## config.mk

```make
export PLATFORM = sky130hd
export DESIGN_NAME = crt_core_timing
export DESIGN_NICKNAME = d
export VERILOG_FILES = /design/src/verilog/crt_pkg.sv /design/src/verilog/crt_cycle_table.sv /design/src/verilog/crt_strap_pins.sv /design/src/verilog/crt_core_timing.sv
export SDC_FILE = /design/constraint.sdc
export NUM_CORES = 1
export LEC_CHECK = 0
export ABC_CLOCK_PERIOD_IN_PS = 4900
export BUFFER_PORTS_ARGS = -buffer_cell sky130_fd_sc_hd__buf_2
export CORE_ASPECT_RATIO = 0.5
export CORE_MARGIN = 8
export CORE_UTILIZATION = 53
export CTS_CLUSTER_DIAMETER = 60
export DETAILED_ROUTE_END_ITERATION = 6
export PLACE_DENSITY = 0.82
export SLEW_MARGIN = 40
export SYNTH_ARGS = -nofsm -noshare
export SYNTH_HDL_FRONTEND = slang
export SYNTH_SLANG_ARGS = --single-unit
```

## constraint.sdc

```tcl
create_clock -name i_ref_clk -period 4.9 [get_ports i_ref_clk]
set_input_delay 0 -clock i_ref_clk [delete_from_list [all_inputs] [get_ports i_ref_clk]]
set_output_delay 0 -clock i_ref_clk [all_outputs]
set_load 0.005 [all_outputs]
```

## src/verilog/crt_pkg.sv

```systemverilog
// constants, types and instruction classes for the reset and cycle timing block
// assumes a single 10 MHz reference clock and an active-high asynchronous reset
// Summary of operation
// RULE_01: held in reset while reset input is low
// RULE_02: reset source waits for stable supply, clock
// RULE_03: reset source asserts reset through power-up
// RULE_04: reset aborts any bus cycle at once
// RULE_05: lock, strap, upper address become pulled-up inputs
// RULE_06: only strap may pull low; selects emulation
// RULE_07: add-with-carry immediate to accumulator: 1 clock
// RULE_08: or immediate to accumulator: 1 clock
// RULE_09: bounds check 20/40 or 24/64 clocks
// RULE_10: direct jumps 3, relative jumps 4 clocks
// RULE_11: conditional jump 3/5, count-zero jump 3/4
// RULE_12: loop falls through 3, branches 4 clocks
// RULE_13: store accumulator direct: 5 or 8/12
// RULE_14: load accumulator direct: 5 or 8/12
// RULE_15: immediate to general register: 1 clock
// RULE_16: register move 2, memory destination 5/20
// RULE_17: segment load register 2, memory 5/20
// RULE_18: near return with pop adjust 16/13
// RULE_19: rotate left by one 1, memory 8/16
// RULE_20: rotate right by count 1, memory 8/16
// RULE_21: build parameter selects bus-width variant counts
// RULE_22: first count register/untaken, second memory/taken
package crt_pkg;

  // bus-width variant selectors
  localparam logic VARIANT_WIDE = 1'b0; // 16-bit external bus
  localparam logic VARIANT_NARROW = 1'b1; // 8-bit external bus

  localparam int CNT_W = 7; // width of the clock counter
  localparam int BUS_CYCLE_LEN = 4; // length of a generic bus cycle in clocks

  // instruction classes
  typedef enum logic [3:0] {
    CRT_OP_ADC_ACC = 4'h0,
    CRT_OP_OR_ACC = 4'h1,
    CRT_OP_BOUND = 4'h2,
    CRT_OP_JMP_DIRECT = 4'h3,
    CRT_OP_JMP_REL = 4'h4,
    CRT_OP_JCC = 4'h5,
    CRT_OP_JCXZ = 4'h6,
    CRT_OP_LOOP = 4'h7,
    CRT_OP_STORE_ACC = 4'h8,
    CRT_OP_LOAD_ACC = 4'h9,
    CRT_OP_MOV_IMM_REG = 4'hA,
    CRT_OP_MOV_REG_RM = 4'hB,
    CRT_OP_MOV_SEG = 4'hC,
    CRT_OP_RET_NEAR_IMM = 4'hD,
    CRT_OP_ROL_1 = 4'hE,
    CRT_OP_ROR_CL = 4'hF
  } crt_op_type;

  // one issued instruction
  typedef struct packed {
    crt_op_type op; // instruction class
    logic alt; // memory operand or taken case
    logic word; // word data for accumulator moves
  } crt_instr_type;

  // pull-up pin group: lock, strap, upper address
  typedef struct packed {
    logic lock; // bus lock pin
    logic strap; // addr19 emulation strap
    logic [2:0] upper; // upper_address_pins 18..16
  } crt_pins_type;

  localparam crt_pins_type PINS_RESET = 5'h00; // outputs not driven
  localparam crt_pins_type PINS_IDLE_OE = 5'h1F; // all driven when running
  localparam logic [CNT_W-1:0] CNT_RESET = 7'h00; // counter reset value

  // clock counts, wide variant
  localparam logic [CNT_W-1:0] W_ONE = 7'h01;
  localparam logic [CNT_W-1:0] W_BOUND_OK = 7'h14;
  localparam logic [CNT_W-1:0] W_BOUND_INT = 7'h28;
  localparam logic [CNT_W-1:0] W_JMP_DIRECT = 7'h03;
  localparam logic [CNT_W-1:0] W_JMP_REL = 7'h04;
  localparam logic [CNT_W-1:0] W_JCC_NT = 7'h03;
  localparam logic [CNT_W-1:0] W_JCC_T = 7'h05;
  localparam logic [CNT_W-1:0] W_JCXZ_NT = 7'h03;
  localparam logic [CNT_W-1:0] W_JCXZ_T = 7'h04;
  localparam logic [CNT_W-1:0] W_LOOP_NT = 7'h03;
  localparam logic [CNT_W-1:0] W_LOOP_T = 7'h04;
  localparam logic [CNT_W-1:0] W_ACC_MEM = 7'h05;
  localparam logic [CNT_W-1:0] W_MOV_REG = 7'h02;
  localparam logic [CNT_W-1:0] W_MOV_MEM = 7'h05;
  localparam logic [CNT_W-1:0] W_RET_IMM = 7'h10;
  localparam logic [CNT_W-1:0] W_ROT_MEM = 7'h08;

  // clock counts, narrow variant
  localparam logic [CNT_W-1:0] N_BOUND_OK = 7'h18;
  localparam logic [CNT_W-1:0] N_BOUND_INT = 7'h40;
  localparam logic [CNT_W-1:0] N_ACC_BYTE = 7'h08;
  localparam logic [CNT_W-1:0] N_ACC_WORD = 7'h0C;
  localparam logic [CNT_W-1:0] N_MOV_MEM = 7'h14;
  localparam logic [CNT_W-1:0] N_RET_IMM = 7'h0D;
  localparam logic [CNT_W-1:0] N_ROT_MEM = 7'h10;

endpackage

```

## src/verilog/crt_cycle_table.sv

```systemverilog
// lookup of the clock count for one instruction class
// assumes the variant is fixed at build time
`timescale 1ns/1ns
module crt_cycle_table
  import crt_pkg::*;
#(
  parameter logic VARIANT = VARIANT_WIDE // bus-width variant
) (
  input wire crt_instr_type i_instr, // instruction to cost
  output logic [CNT_W-1:0] o_clocks // clocks the instruction takes
);

  // pick first or second figure of a pair
  function automatic logic [CNT_W-1:0] pick(input logic alt,
                                             input logic [CNT_W-1:0] a,
                                             input logic [CNT_W-1:0] b);
    pick = alt ? b : a; // [RULE_22]
  endfunction

  localparam logic NARROW = (VARIANT == VARIANT_NARROW); // [RULE_21]

  // count decode per class
  always_comb begin
    unique case (i_instr.op)
      CRT_OP_ADC_ACC: o_clocks = W_ONE; // [RULE_07]
      CRT_OP_OR_ACC: o_clocks = W_ONE; // [RULE_08]
      CRT_OP_BOUND: begin
        o_clocks = NARROW ? pick(i_instr.alt, N_BOUND_OK, N_BOUND_INT)
                          : pick(i_instr.alt, W_BOUND_OK, W_BOUND_INT); // [RULE_09]
      end
      CRT_OP_JMP_DIRECT: o_clocks = W_JMP_DIRECT; // [RULE_10]
      CRT_OP_JMP_REL: o_clocks = W_JMP_REL; // [RULE_10]
      CRT_OP_JCC: o_clocks = pick(i_instr.alt, W_JCC_NT, W_JCC_T); // [RULE_11]
      CRT_OP_JCXZ: o_clocks = pick(i_instr.alt, W_JCXZ_NT, W_JCXZ_T); // [RULE_11]
      CRT_OP_LOOP: o_clocks = pick(i_instr.alt, W_LOOP_NT, W_LOOP_T); // [RULE_12]
      CRT_OP_STORE_ACC, CRT_OP_LOAD_ACC: begin
        // [RULE_13] [RULE_14]
        o_clocks = NARROW ? pick(i_instr.word, N_ACC_BYTE, N_ACC_WORD) : W_ACC_MEM;
      end
      CRT_OP_MOV_IMM_REG: o_clocks = W_ONE; // [RULE_15]
      CRT_OP_MOV_REG_RM, CRT_OP_MOV_SEG: begin
        // [RULE_16] [RULE_17]
        o_clocks = pick(i_instr.alt, W_MOV_REG, NARROW ? N_MOV_MEM : W_MOV_MEM);
      end
      CRT_OP_RET_NEAR_IMM: o_clocks = NARROW ? N_RET_IMM : W_RET_IMM; // [RULE_18]
      CRT_OP_ROL_1, CRT_OP_ROR_CL: begin
        // [RULE_19] [RULE_20]
        o_clocks = pick(i_instr.alt, W_ONE, NARROW ? N_ROT_MEM : W_ROT_MEM);
      end
    endcase
  end

endmodule

```

## src/verilog/crt_strap_pins.sv

```systemverilog
// pull-up pin group handling and emulation strap capture
// assumes pin inputs are synchronous to the reference clock
`timescale 1ns/1ns
module crt_strap_pins
  import crt_pkg::*;
(
  input wire logic i_ref_clk, // reference clock
  input wire logic i_rst, // asynchronous reset, active high
  input wire logic i_in_reset, // core held in reset
  input wire crt_pins_type i_pins_in, // pin levels seen
  output crt_pins_type o_pins_oe, // pin output enables
  output logic o_emulation_mode // emulation mode selected
);

  // release pins to pull-ups during reset, drive otherwise
  always_ff @(posedge i_ref_clk or posedge i_rst) begin
    if (i_rst) begin
      o_pins_oe <= PINS_RESET;
    end else if (i_in_reset) begin
      o_pins_oe <= PINS_RESET; // [RULE_05]
    end else begin
      o_pins_oe <= PINS_IDLE_OE;
    end
  end

  // sample strap while reset stands, other pins ignored
  always_ff @(posedge i_ref_clk or posedge i_rst) begin
    if (i_rst) begin
      o_emulation_mode <= 1'b0;
    end else if (i_in_reset) begin
      o_emulation_mode <= ~i_pins_in.strap; // [RULE_06]
    end
  end

endmodule

```

## src/verilog/crt_core_timing.sv

```systemverilog
// reset entry and instruction cycle sequencer
// assumes an external circuit holds reset through power-up and clock start
`timescale 1ns/1ns
module crt_core_timing
  import crt_pkg::*;
#(
  parameter logic VARIANT = VARIANT_WIDE // bus-width variant
) (
  input wire logic i_ref_clk, // reference clock
  input wire logic i_rst, // asynchronous reset, active high
  input wire logic i_reset_in_n, // external reset input, active low
  input wire logic i_issue, // issue request pulse
  input wire crt_instr_type i_instr, // instruction to issue
  input wire logic i_bus_start, // start a bus cycle
  input wire crt_pins_type i_pins_in, // levels on pull-up pin group
  output crt_pins_type o_pins_out, // levels driven on pin group
  output crt_pins_type o_pins_oe, // output enables of pin group
  output logic o_in_reset, // core in reset state
  output logic o_emulation_mode, // emulation mode strap result
  output logic o_busy, // instruction executing
  output logic o_ready, // ready for next instruction
  output logic o_done, // instruction finished pulse
  output logic o_bus_active, // bus cycle in progress
  output logic o_bus_aborted // bus cycle cut short pulse
);

  // sequencer states
  typedef enum logic [2:0] {
    ST_RESET = 3'b001,
    ST_IDLE = 3'b010,
    ST_EXEC = 3'b100
  } crt_state_type;

  crt_state_type state_reg; // current state
  crt_state_type state_next; // next state
  logic [CNT_W-1:0] cnt_reg; // clocks left in instruction
  logic [CNT_W-1:0] clocks; // looked-up count
  logic [2:0] bus_cnt_reg; // clocks left in bus cycle
  crt_pins_type pins_oe; // enables from pin block
  logic emul; // strap result from pin block
  logic reset_req; // reset input asserted

  assign reset_req = ~i_reset_in_n; // [RULE_01]

  // cost lookup
  crt_cycle_table #(
    .VARIANT(VARIANT)
  ) u_table (
    .i_instr(i_instr),
    .o_clocks(clocks)
  );

  // pin group and strap
  crt_strap_pins u_pins (
    .i_ref_clk(i_ref_clk),
    .i_rst(i_rst),
    .i_in_reset(reset_req),
    .i_pins_in(i_pins_in),
    .o_pins_oe(pins_oe),
    .o_emulation_mode(emul)
  );

  // next state
  always_comb begin
    state_next = state_reg;
    unique case (state_reg)
      ST_RESET: state_next = ST_IDLE;
      ST_IDLE: begin
        if (i_issue) begin
          state_next = (clocks == W_ONE) ? ST_IDLE : ST_EXEC;
        end
      end
      ST_EXEC: begin
        if (cnt_reg == W_ONE) begin
          state_next = ST_IDLE;
        end
      end
      default: state_next = ST_RESET;
    endcase
    if (reset_req) begin
      state_next = ST_RESET; // [RULE_01]
    end
  end

  // state register
  always_ff @(posedge i_ref_clk or posedge i_rst) begin
    if (i_rst) begin
      state_reg <= ST_RESET;
    end else begin
      state_reg <= state_next;
    end
  end

  // clock countdown
  always_ff @(posedge i_ref_clk or posedge i_rst) begin
    if (i_rst) begin
      cnt_reg <= CNT_RESET;
    end else if (reset_req) begin
      cnt_reg <= CNT_RESET;
    end else if (state_reg == ST_IDLE && i_issue) begin
      cnt_reg <= clocks - W_ONE; // first clock spent on issue
    end else if (state_reg == ST_EXEC) begin
      cnt_reg <= cnt_reg - W_ONE;
    end
  end

  // status flags
  always_ff @(posedge i_ref_clk or posedge i_rst) begin
    if (i_rst) begin
      o_in_reset <= 1'b1;
      o_busy <= 1'b0;
      o_ready <= 1'b0;
      o_done <= 1'b0;
    end else begin
      o_in_reset <= state_next == ST_RESET;
      o_busy <= state_next == ST_EXEC;
      o_ready <= state_next == ST_IDLE;
      o_done <= ~reset_req && ((state_reg == ST_IDLE && i_issue && clocks == W_ONE)
                || (state_reg == ST_EXEC && cnt_reg == W_ONE));
    end
  end

  // bus cycle tracker, cut short by reset
  always_ff @(posedge i_ref_clk or posedge i_rst) begin
    if (i_rst) begin
      bus_cnt_reg <= 3'h0;
      o_bus_active <= 1'b0;
      o_bus_aborted <= 1'b0;
    end else if (reset_req) begin
      bus_cnt_reg <= 3'h0; // [RULE_04]
      o_bus_active <= 1'b0; // [RULE_04]
      o_bus_aborted <= o_bus_active; // [RULE_04]
    end else begin
      o_bus_aborted <= 1'b0;
      if (!o_bus_active && i_bus_start && state_reg != ST_RESET) begin
        bus_cnt_reg <= 3'(BUS_CYCLE_LEN - 1);
        o_bus_active <= 1'b1;
      end else if (o_bus_active) begin
        bus_cnt_reg <= bus_cnt_reg - 3'h1;
        o_bus_active <= bus_cnt_reg != 3'h0;
      end
    end
  end

  // pin drive levels: high when driven, released in reset
  always_ff @(posedge i_ref_clk or posedge i_rst) begin
    if (i_rst) begin
      o_pins_out <= PINS_RESET;
      o_pins_oe <= PINS_RESET;
      o_emulation_mode <= 1'b0;
    end else begin
      o_pins_out <= pins_oe; // [RULE_05]
      o_pins_oe <= pins_oe;
      o_emulation_mode <= emul;
    end
  end

endmodule

```

### Yosys cells after proc, flatten, opt, wreduce, memory -nomap -nowiden

Index checks and enable logic that the tools add are counted.

| word-level totals | value |
|---|---|
| word-level logic and storage cells | 84 |
| register bits | 31 |

| operators by class | value |
|---|---|
| $add $sub $neg | 3 |
| reductions and logical operators | 15 |
| mux-type cells | 22 |
| equality and inequality tests | 26 |
| bitwise logic cells | 1 |

Operators with widths:

| operator | number |
|---|---|
| 7-bit case mux with 10 select lines | 1 |
| 4-bit equality test, second input constant | 8 |
| 3-bit 2-to-1 mux | 10 |
| 7-bit 2-to-1 mux | 3 |
| 4-bit by 3-bit equality test with 1-bit output, second input constant | 4 |
| 7-bit by 1-bit equality test with 1-bit output, second input constant | 2 |
| 7-bit by 1-bit subtractor with 7-bit output, second input constant | 2 |
| 3-bit by 1-bit inequality test with 1-bit output, second input constant | 3 |
| 3-bit case mux with 3 select lines | 1 |
| 4-bit by 2-bit equality test with 1-bit output, second input constant | 2 |
| 2-bit OR reduction | 4 |
| 3-bit by 1-bit equality test with 1-bit output, second input constant | 2 |
| 3-bit by 2-bit equality test with 1-bit output, second input constant | 2 |
| 3-bit equality test, second input constant | 2 |
| 1-bit logical AND | 6 |
| 6-bit 2-to-1 mux | 1 |
| 5-bit 2-to-1 mux | 1 |
| 4-bit by 1-bit equality test with 1-bit output, second input constant | 1 |
| 4-bit zero test | 1 |
| 1-bit 2-to-1 mux | 4 |
| 4-bit 2-to-1 mux | 1 |
| 3-bit nonzero test | 1 |
| 3-bit OR reduction | 1 |
| 3-bit by 1-bit subtractor with 3-bit output, second input constant | 1 |
| other kinds (3) | 3 |

### Logic depth before layout (Yosys ltp)

Gate-level depths: netlist (run 1).

| logic depth | value |
|---|---|
| word-level depth | 9 |
| depth in mapped cells | 9 |
| depth with buffers taken out | 8 |

### Modules after synthesis

From an unflattened synthesis (run 1), not the netlist that was laid out.

| unflattened totals | value |
|---|---|
| cells, all modules | 173 |
| area total of the unflattened synthesis | 1622.8 um^2 |

By module, submodules not included:

| module | seq. area each (um^2) | cells each | area an instance (um^2) | instances |
|---|---|---|---|---|
| crt_core_timing | 628.1 | 128 | 1316.3 | 1 |
| crt_cycle_table | 0.0 | 35 | 210.2 | 1 |
| crt_strap_pins | 50.0 | 10 | 96.3 | 1 |

### Least setup slack after synthesis (run 1)

Ideal clock, no wire load.

| timing path | value |
|---|---|
| kind | register -> register |
| from | register cnt_reg[0] |
| to | register cnt_reg[6] |
| required time | 4.806 ns |
| setup time | 0.094 ns |
| clock period less this slack | 1.629 ns |
| data arrival time | 1.535 ns |
| slack | 3.271 ns |
| cell stages (with the launch flop) | 7 |
| path buffers | 0 |
| cells stage by stage | dfrtp_1 > inv_1 > ha_1 > or3b_2 > nor4_2 > xnor2_1 > a211oi_1 |

| on the way | value |
|---|---|
| cells in the longest elaborated chain, start to end | 4 |

RTL lines:

| element | RTL line | source |
|---|---|---|
| start: declaration | crt_core_timing.sv:36 | `logic [CNT_W-1:0] cnt_reg;` |
| start signal: assignment | crt_core_timing.sv:101 | `cnt_reg <= clocks - W_ONE;` |
| start signal: assignment | crt_core_timing.sv:103 | `cnt_reg <= cnt_reg - W_ONE;` |
| 7-bit by 1-bit subtractor with 7-bit output | crt_core_timing.sv:103 |  |
| 7-bit 2-to-1 mux | crt_core_timing.sv:102 | `end else if (state_reg == ST_EXEC) begin` |
| 7-bit 2-to-1 mux | crt_core_timing.sv:100 | `end else if (state_reg == ST_IDLE && i_issue) begin` |
| 7-bit 2-to-1 mux | crt_core_timing.sv:98 | `end else if (reset_req) begin` |

No other way between the ends. The select of a mux whose other input is x is not followed.
A chain may end at the register's enable or synchronous reset.

### Worst setup path after layout (run 1)

Ends and elaborated chain as after synthesis.

==> flow_results.xml, run 1 <==
<?xml version="1.0" encoding="UTF-8"?>
<metrics>
  <group name="status">
    <metric name="status" unit="">finished, final reports clean</metric>
  </group>
  <group name="drt">
    <metric name="detailedRoute.firstPassIterationCount" unit="">4</metric>
    <metric name="detail_route.iter0.violations" unit="">63</metric>
    <metric name="routed_wirelength" unit="um">2974</metric>
    <metric name="via_per_inst" unit="">5.560</metric>
    <metric name="routed_wire_length_per_instance" unit="um">14.23</metric>
    <metric name="route.detailed.drc" unit="">0</metric>
    <metric name="via_count" unit="">1162</metric>
    <metric name="postRouteAntennaNets" unit="">0</metric>
  </group>
  <group name="clocking">
    <metric name="clk-insertion-delay-late" unit="ns">0.27</metric>
    <metric name="worst_setup_hold_path_clk_slew" unit="ns">0.08</metric>
    <metric name="clockRootBuffer" unit="">clkbuf_8</metric>
    <metric name="post-cts-setup-buffer-count" unit="">0</metric>
    <metric name="clockBufferDepth" unit="">2</metric>
    <metric name="clock-sinks" unit="">23</metric>
    <metric name="h-tree-depth" unit="">1</metric>
    <metric name="cts_tree" unit="">built</metric>
    <metric name="cts_buffers" unit="">3</metric>
  </group>
  <group name="timing">
    <metric name="rsz0062_at_grt" unit="">false</metric>
    <metric name="tightest_slew" unit="ns">0.7190</metric>
    <metric name="final.setup.tns" unit="ns">0</metric>
    <metric name="slew_headroom" unit="">0.5207</metric>
    <metric name="clock-skew-final" unit="ns">0.003574</metric>
    <metric name="final.period_utilization" unit="">0.3679</metric>
    <metric name="minimum_clock_period" unit="ns">1.803</metric>
    <metric name="maxSlewViolCount" unit="">0</metric>
    <metric name="fin_hold_ws" unit="ns">0.08939</metric>
    <metric name="f_max" unit="MHz">554.7</metric>
    <metric name="setup_violations" unit="">0</metric>
    <metric name="timing.final.hold_violations" unit="">0</metric>
  </group>
  <group name="synthesis">
    <metric name="ys.warnings.count" unit="">0</metric>
    <metric name="synthesis.instances" unit="">155</metric>
    <metric name="seq_area_frac_synth" unit="">0.3821</metric>
    <metric name="synth_top_area_cells" unit="">dfrtp_1 (35%), buf_4 (5.5%), a21oi_1 (5.0%)</metric>
    <metric name="synth.avg_cell_area" unit="um^2">9.759</metric>
    <metric name="postSynth.topFlopCell" unit="">dfrtp_1</metric>
    <metric name="async_reset_ff_frac" unit="">1.000</metric>
    <metric name="yosys.area.top_type" unit="">dfrtp_1</metric>
    <metric name="synthDominantCellAreaShare" unit="">0.3474</metric>
    <metric name="flip_flop_and_latch_count_after_synthesis" unit="">23</metric>
    <metric name="mappedNetlistNets" unit="">177</metric>
    <metric name="mappedNetlistArea" unit="um^2">1513</metric>
    <metric name="synth-edff-count" unit="">0</metric>
    <metric name="yosys.cell_types.count" unit="">54</metric>
  </group>
  <group name="worst_setup_path">
    <metric name="crit_path_cell_trace" unit="">inv_1 -&gt; ha_1 -&gt; or3b_2 -&gt; nor4_2 -&gt; xnor2_1 -&gt; a211oi_1</metric>
    <metric name="worstPathBufferInverterCount" unit="">1</metric>
    <metric name="critPathArrivalTime" unit="ns">1.98</metric>
    <metric name="r2r-end" unit="">cnt_reg[6]$_DFFE_PP0P_</metric>
    <metric name="crit_path_start_kind" unit="">register</metric>
    <metric name="worst_setup_path_end_kind" unit="">register</metric>
    <metric name="timing.critical_path.slowest_cell_delay" unit="ns">0.48</metric>
    <metric name="cpLargestDelayFamily" unit="">simple AND/OR/NAND/NOR gates</metric>
    <metric name="timing.critical_path.slowest_stage_cell" unit="">or3b_2</metric>
    <metric name="r2r_slack" unit="ns">3.10</metric>
    <metric name="r2r-start" unit="">cnt_reg[0]$_DFFE_PP0P_</metric>
    <metric name="critical_path_peak_fanout" unit="">4</metric>
    <metric name="timing.setup.critical_path_class" unit="">register to register</metric>
    <metric name="cp.required" unit="ns">5.08</metric>
    <metric name="critical_path_depth" unit="">6</metric>
    <metric name="rr_worst_depth" unit="">6</metric>
  </group>
  <group name="placed_design">
    <metric name="hpwl" unit="um">2184</metric>
    <metric name="placement.io_buffers" unit="">27</metric>
    <metric name="place.gp.congestion" unit="">0.8979</metric>
  </group>
  <group name="hold_path">
    <metric name="timing.hold.worst.start" unit="">i_issue</metric>
    <metric name="worstHoldPathType" unit="">input pin to register</metric>
    <metric name="min_delay_worst_endpoint" unit="">o_ready$_DFF_PP0_</metric>
    <metric name="instance_count_along_the_most_critical_hold_path" unit="">4</metric>
  </group>
  <group name="die">
    <metric name="die_w" unit="um">91.56</metric>
    <metric name="io_pins" unit="">33</metric>
    <metric name="die_area" unit="um^2">4923</metric>
    <metric name="row_count" unit="">13</metric>
    <metric name="die-height" unit="um">53.78</metric>
    <metric name="starting_density_of_the_core" unit="">0.5706</metric>
    <metric name="core-area" unit="um^2">2651</metric>
  </group>
  <group name="finish">
    <metric name="fillCellCount" unit="">217</metric>
    <metric name="final_layout_size_suffix_gt1_frac" unit="">0.2558</metric>
    <metric name="antenna-diode-count" unit="">0</metric>
    <metric name="largest_register_ff_count" unit="">7</metric>
    <metric name="area_delta_synth_final" unit="%">7.610</metric>
    <metric name="finalNetCount" unit="">195</metric>
  </group>
  <group name="global_routing">
    <metric name="total_congestion_overflow_after_global_routing" unit="">0</metric>
    <metric name="first_global_vias" unit="">1119</metric>
    <metric name="global_route_wire_length_before_repair" unit="um">5237</metric>
    <metric name="grt_use_total" unit="">0.1323</metric>
    <metric name="largest_net_degree_at_the_start_of_global_routing" unit="">24</metric>
    <metric name="antenna_found_initial" unit="">0</metric>
  </group>
  <group name="power_and_ir_drop">
    <metric name="powerDensity" unit="nW/um^2">297.5</metric>
    <metric name="max-vdd-ir-drop" unit="mV">0.1173</metric>
    <metric name="leakage" unit="nW">0.7469</metric>
  </group>
  <group name="job">
    <metric name="max_cap_violations" unit="">0</metric>
  </group>
</metrics>
-- synthesized netlist by cell type (all sizes together), types with 2 or more instances --
library cell	instances
nor3	2
dfstp	2
inv	8
o21ba	2
buf	16
nor2	6
o21ai	9
nor4	2
a21oi	15
nand2	6
nand3b	2
ha	6
nor2b	2
a211oi	3
dfrtp	21
a31oi	2
xnor2	4
or4b	2
nand2b	7
mux2i	2
or3b	3
o211a	2
xor2	3
-- per-layer routing --
layer,global-route usage,part of all wire
met5,0,0
met4,0.04826,0.012
met3,0.04848,0.074
met2,0.2168,0.42
met1,0.1606,0.49
-- power by group --
part	internal (mW)	switching, mW
Combinational	0.0594	0.0690
Sequential	0.217	0.0228
Clock	0.0568	0.0596
Total	0.333	0.151
-- area by class of cell --
cell class,instances,area [um^2],share of cell area
flip-flops and latches,23,578.1,0.3551
multi-input cells,106,758.2,0.4658
well taps,37,46.29,0.02844
clock inverters,1,5.005,0.003075
repair buffers,30,165.2,0.1015
clock buffers,3,41.29,0.02537
inverters,9,33.78,0.02075
-- worst min-delay path, stage by stage --
cell and delay, ns:
buf_2 0.09, o21ai_0 0.08, nand2b_1 0.08, a21oi_1 0.06
-- stage by stage --
stage | util | area, um^2 | instances | power (mW) | setup WS, ns
2_1_floorplan | - | 1513 | 155 | 0.3404 | 3.271
4_1_cts | 0.6140 | 1628 | 209 | 0.4894 | 3.096
5_1_grt | 0.6140 | 1628 | 209 | 0.5261 | 2.958
3_5_place_dp | 0.5852 | 1551 | 202 | 0.3698 | 3.040
3_3_place_gp | 0.5852 | 1551 | 202 | 0.3634 | 3.079
6_report | 0.6140 | 1628 | 209 | 0.4843 | 3.097
-- logic make-up after synthesis --
| kind of cell | after synthesis | synth area share |
|---|---|---|
| xor gates and xnor gates | 7 | 0.04053 |
| DFF | 23 | 0.3821 |
| muxes | 2 | 0.01323 |
| AOI/OAI and AO/OA | 47 | 0.2051 |
| and+or+nand+nor | 44 | 0.1927 |
| buffers and inverters | 26 | 0.1166 |
| adders and majority gates | 6 | 0.04963 |
-- placed cells by master (no fill, tap or decap), types with 3 or more instances in the layout --
cell	instances
nand2b_1	7
dfrtp_1	21
a211oi_1	3
buf_2	27
xnor2_1	4
clkbuf_8	3
o21ai_0	9
nor2_1	6
inv_1	7
ha_1	6
a21oi_1	15
dlygate4sd3_1	3
nand2_1	6
xor2_1	3
-- worst max-delay path by stage --
| stage | from | endpoint |
|---|---|---|
| after global routing | cnt_reg[0]$_DFFE_PP0P_ | cnt_reg[6]$_DFFE_PP0P_ |
| after floorplan | cnt_reg[0]$_DFFE_PP0P_ | cnt_reg[6]$_DFFE_PP0P_ |
| final | cnt_reg[0]$_DFFE_PP0P_ | cnt_reg[6]$_DFFE_PP0P_ |
| after global placement | i_instr[4] | cnt_reg[4]$_DFFE_PP0P_ |
| after detailed placement | i_instr[4] | cnt_reg[4]$_DFFE_PP0P_ |
| after CTS | cnt_reg[0]$_DFFE_PP0P_ | cnt_reg[6]$_DFFE_PP0P_ |
-- repair_timing --
item                                   in CTS  in global routing
hold buffers                                3                  0
gates resized for setup                     0                  0
endpoints found under the hold margin      23                  0
No activity file was read; power rests on OpenSTA's default activity.
==> run 2, diff against run 1 <==
- ABC_CLOCK_PERIOD_IN_PS: 4900 -> 1700
- clock period: 4.9 -> 1.7 ns (I/O delays scaled with it)
==> flow_results.xml, run 2 (synthesis gave the netlist of run 1 again) <==
<?xml version="1.0" encoding="UTF-8"?>
<metrics>
  <group name="status">
    <metric name="status" unit="">finished with violations</metric>
    <metric name="failed_checks" unit="">setup timing</metric>
  </group>
  <group name="finish">
    <metric name="fillCellCount" unit="">192</metric>
    <metric name="finalNetCount" unit="">216</metric>
    <metric name="mostFrequentLayoutCell" unit="">buf_2</metric>
    <metric name="final_layout_size_suffix_gt1_frac" unit="">0.3782</metric>
    <metric name="post_layout_nonfiller_instances" unit="">230</metric>
    <metric name="area_delta_synth_final" unit="%">22.75</metric>
    <metric name="antenna-diode-count" unit="">0</metric>
    <metric name="mostFrequentLayoutCells" unit="">buf_2 (27), dfrtp_1 (21), buf_4 (21)</metric>
    <metric name="final_core_utilization" unit="">0.7003</metric>
    <metric name="register_area" unit="um^2">578.1</metric>
    <metric name="largest_register_ff_count" unit="">7</metric>
    <metric name="footprint_of_the_multi_input_gates" unit="um^2">829.5</metric>
    <metric name="finish.instance_area" unit="um^2">1857</metric>
  </group>
  <group name="timing">
    <metric name="final.setup.tns" unit="ns">-0.03532</metric>
    <metric name="fin_ws" unit="ns">-0.03532</metric>
    <metric name="slew_headroom" unit="">0.6026</metric>
    <metric name="maxSlewViolCount" unit="">0</metric>
    <metric name="final.period_utilization" unit="">1.021</metric>
    <metric name="fin_hold_ws" unit="ns">0.03040</metric>
    <metric name="minimum_clock_period" unit="ns">1.735</metric>
    <metric name="rsz0062_at_grt" unit="">true</metric>
    <metric name="timing.final.hold_violations" unit="">0</metric>
    <metric name="clock-skew-final" unit="ns">0.003184</metric>
    <metric name="setup_violations" unit="">1</metric>
    <metric name="f_max" unit="MHz">576.3</metric>
    <metric name="tightest_slew" unit="ns">0.5899</metric>
  </group>
  <group name="job">
    <metric name="max_cap_violations" unit="">0</metric>
  </group>
  <group name="worst_setup_path">
    <metric name="critPathArrivalTime" unit="ns">1.91</metric>
    <metric name="timing.setup.critical_path_class" unit="">register to register</metric>
    <metric name="crit_path_start_kind" unit="">register</metric>
    <metric name="worst_setup_path_end_kind" unit="">register</metric>
    <metric name="critical_path_peak_fanout" unit="">2</metric>
    <metric name="cp.required" unit="ns">1.87</metric>
  </group>
  <group name="global_routing">
    <metric name="grt_use_total" unit="">0.1434</metric>
    <metric name="antenna_found_initial" unit="">0</metric>
    <metric name="largest_net_degree_at_the_start_of_global_routing" unit="">24</metric>
    <metric name="first_global_vias" unit="">1291</metric>
    <metric name="global_route_wire_length_before_repair" unit="um">5761</metric>
    <metric name="total_congestion_overflow_after_global_routing" unit="">0</metric>
  </group>
  <group name="die">
    <metric name="die_w" unit="um">91.56</metric>
    <metric name="die-height" unit="um">53.78</metric>
    <metric name="row_count" unit="">13</metric>
    <metric name="die_area" unit="um^2">4923</metric>
    <metric name="core-area" unit="um^2">2651</metric>
    <metric name="io_pins" unit="">33</metric>
    <metric name="starting_density_of_the_core" unit="">0.5706</metric>
  </group>
  <group name="drt">
    <metric name="route.detailed.drc" unit="">0</metric>
    <metric name="detailedRoute.firstPassIterationCount" unit="">4</metric>
    <metric name="via_count" unit="">1326</metric>
    <metric name="detail_route.iter0.violations" unit="">49</metric>
    <metric name="via_per_inst" unit="">5.765</metric>
    <metric name="routed_wire_length_per_instance" unit="um">15.98</metric>
    <metric name="routed_wirelength" unit="um">3675</metric>
    <metric name="postRouteAntennaNets" unit="">0</metric>
  </group>
  <group name="clocking">
    <metric name="clk-insertion-delay-late" unit="ns">0.27</metric>
    <metric name="clockBufferDepth" unit="">2</metric>
    <metric name="cts_buffers" unit="">3</metric>
    <metric name="cts_tree" unit="">built</metric>
    <metric name="clockRootBuffer" unit="">clkbuf_8</metric>
    <metric name="clock-sinks" unit="">23</metric>
    <metric name="worst_setup_hold_path_clk_slew" unit="ns">0.08</metric>
    <metric name="h-tree-depth" unit="">1</metric>
  </group>
  <group name="placed_design">
    <metric name="placedInstanceArea" unit="um^2">1687</metric>
    <metric name="dp.cells" unit="">220</metric>
    <metric name="hpwl" unit="um">2385</metric>
    <metric name="placement.setup.worst_slack" unit="ns">-0.06914</metric>
    <metric name="place.gp.congestion" unit="">0.8983</metric>
    <metric name="placement.io_buffers" unit="">27</metric>
  </group>
  <group name="power_and_ir_drop">
    <metric name="powerDensity" unit="nW/um^2">820.1</metric>
    <metric name="max-vdd-ir-drop" unit="mV">0.4921</metric>
    <metric name="design_power_total" unit="mW">1.523</metric>
    <metric name="leakage" unit="nW">0.8601</metric>
  </group>
  <group name="hold_path">
    <metric name="worstHoldPathType" unit="">input pin to register</metric>
  </group>
</metrics>
## run 2: cell count changes in the layout (fill, tap and decap cells not counted), sizes merged
cell | previous run | this run
buf | 27 | 48
## run 2: layout make-up
| class | instances | share of cell area |
|---|---|---|
| clock inverter | 1 | 0.002695 |
| inverter | 9 | 0.01819 |
| sequential | 23 | 0.3113 |
| multi-input combinational | 106 | 0.4468 |
| clock buffer | 3 | 0.02224 |
| timing repair buffer | 51 | 0.1739 |
| tap | 37 | 0.02493 |
## run 2: power by group
group / internal, mW / switching, mW
Combinational: 0.231 / 0.255
Sequential: 0.624 / 0.0664
Clock: 0.164 / 0.182
Total: 1.02 / 0.503
## run 2: metal layers
layer | wire (um) | global-route usage
met3 | 316 | 0.05540
met5 | 0 | 0
met1 | 1566 | 0.1642
met4 | 61 | 0.04290
met2 | 1731 | 0.2512
## run 2: what timing repair did
action	CTS	global route
pin swaps	3	2
resized for setup	7	7
setup endpoints to repair	1	5
buffers inserted	2	1
hold buffers	3	0
endpoints found under the hold margin	23	0
## run 2: critical path: stages, from the launching register on
cell      delay [ns]
dfrtp_1         0.40
inv_2           0.09
ha_4            0.13
or3b_4          0.40
buf_4           0.17
nor3_4          0.12
a211oi_2        0.08
o32ai_2         0.26
## run 2: worst paths after layout
path / from / endpoint / slack (ns) / depth (start not counted)
worst max register to register: cnt_reg[0]$_DFFE_PP0P_ / cnt_reg[4]$_DFFE_PP0P_ / -0.04 / 7
min in group asynchronous: i_rst / state_reg[2]$_DFF_PP0_ / 0.30 / 4
worst max-delay path: cnt_reg[0]$_DFFE_PP0P_ / cnt_reg[4]$_DFFE_PP0P_ / -0.04 / 7
max in group asynchronous: i_rst / o_in_reset$_DFF_PP1_ / 1.12 / 4
worst min register to register: u_pins.o_pins_oe[1]$_DFF_PP0_ / o_pins_oe[1]$_DFF_PP0_ / 0.36 / 0
worst min-delay path: i_reset_in_n / o_in_reset$_DFF_PP1_ / 0.03 / 2
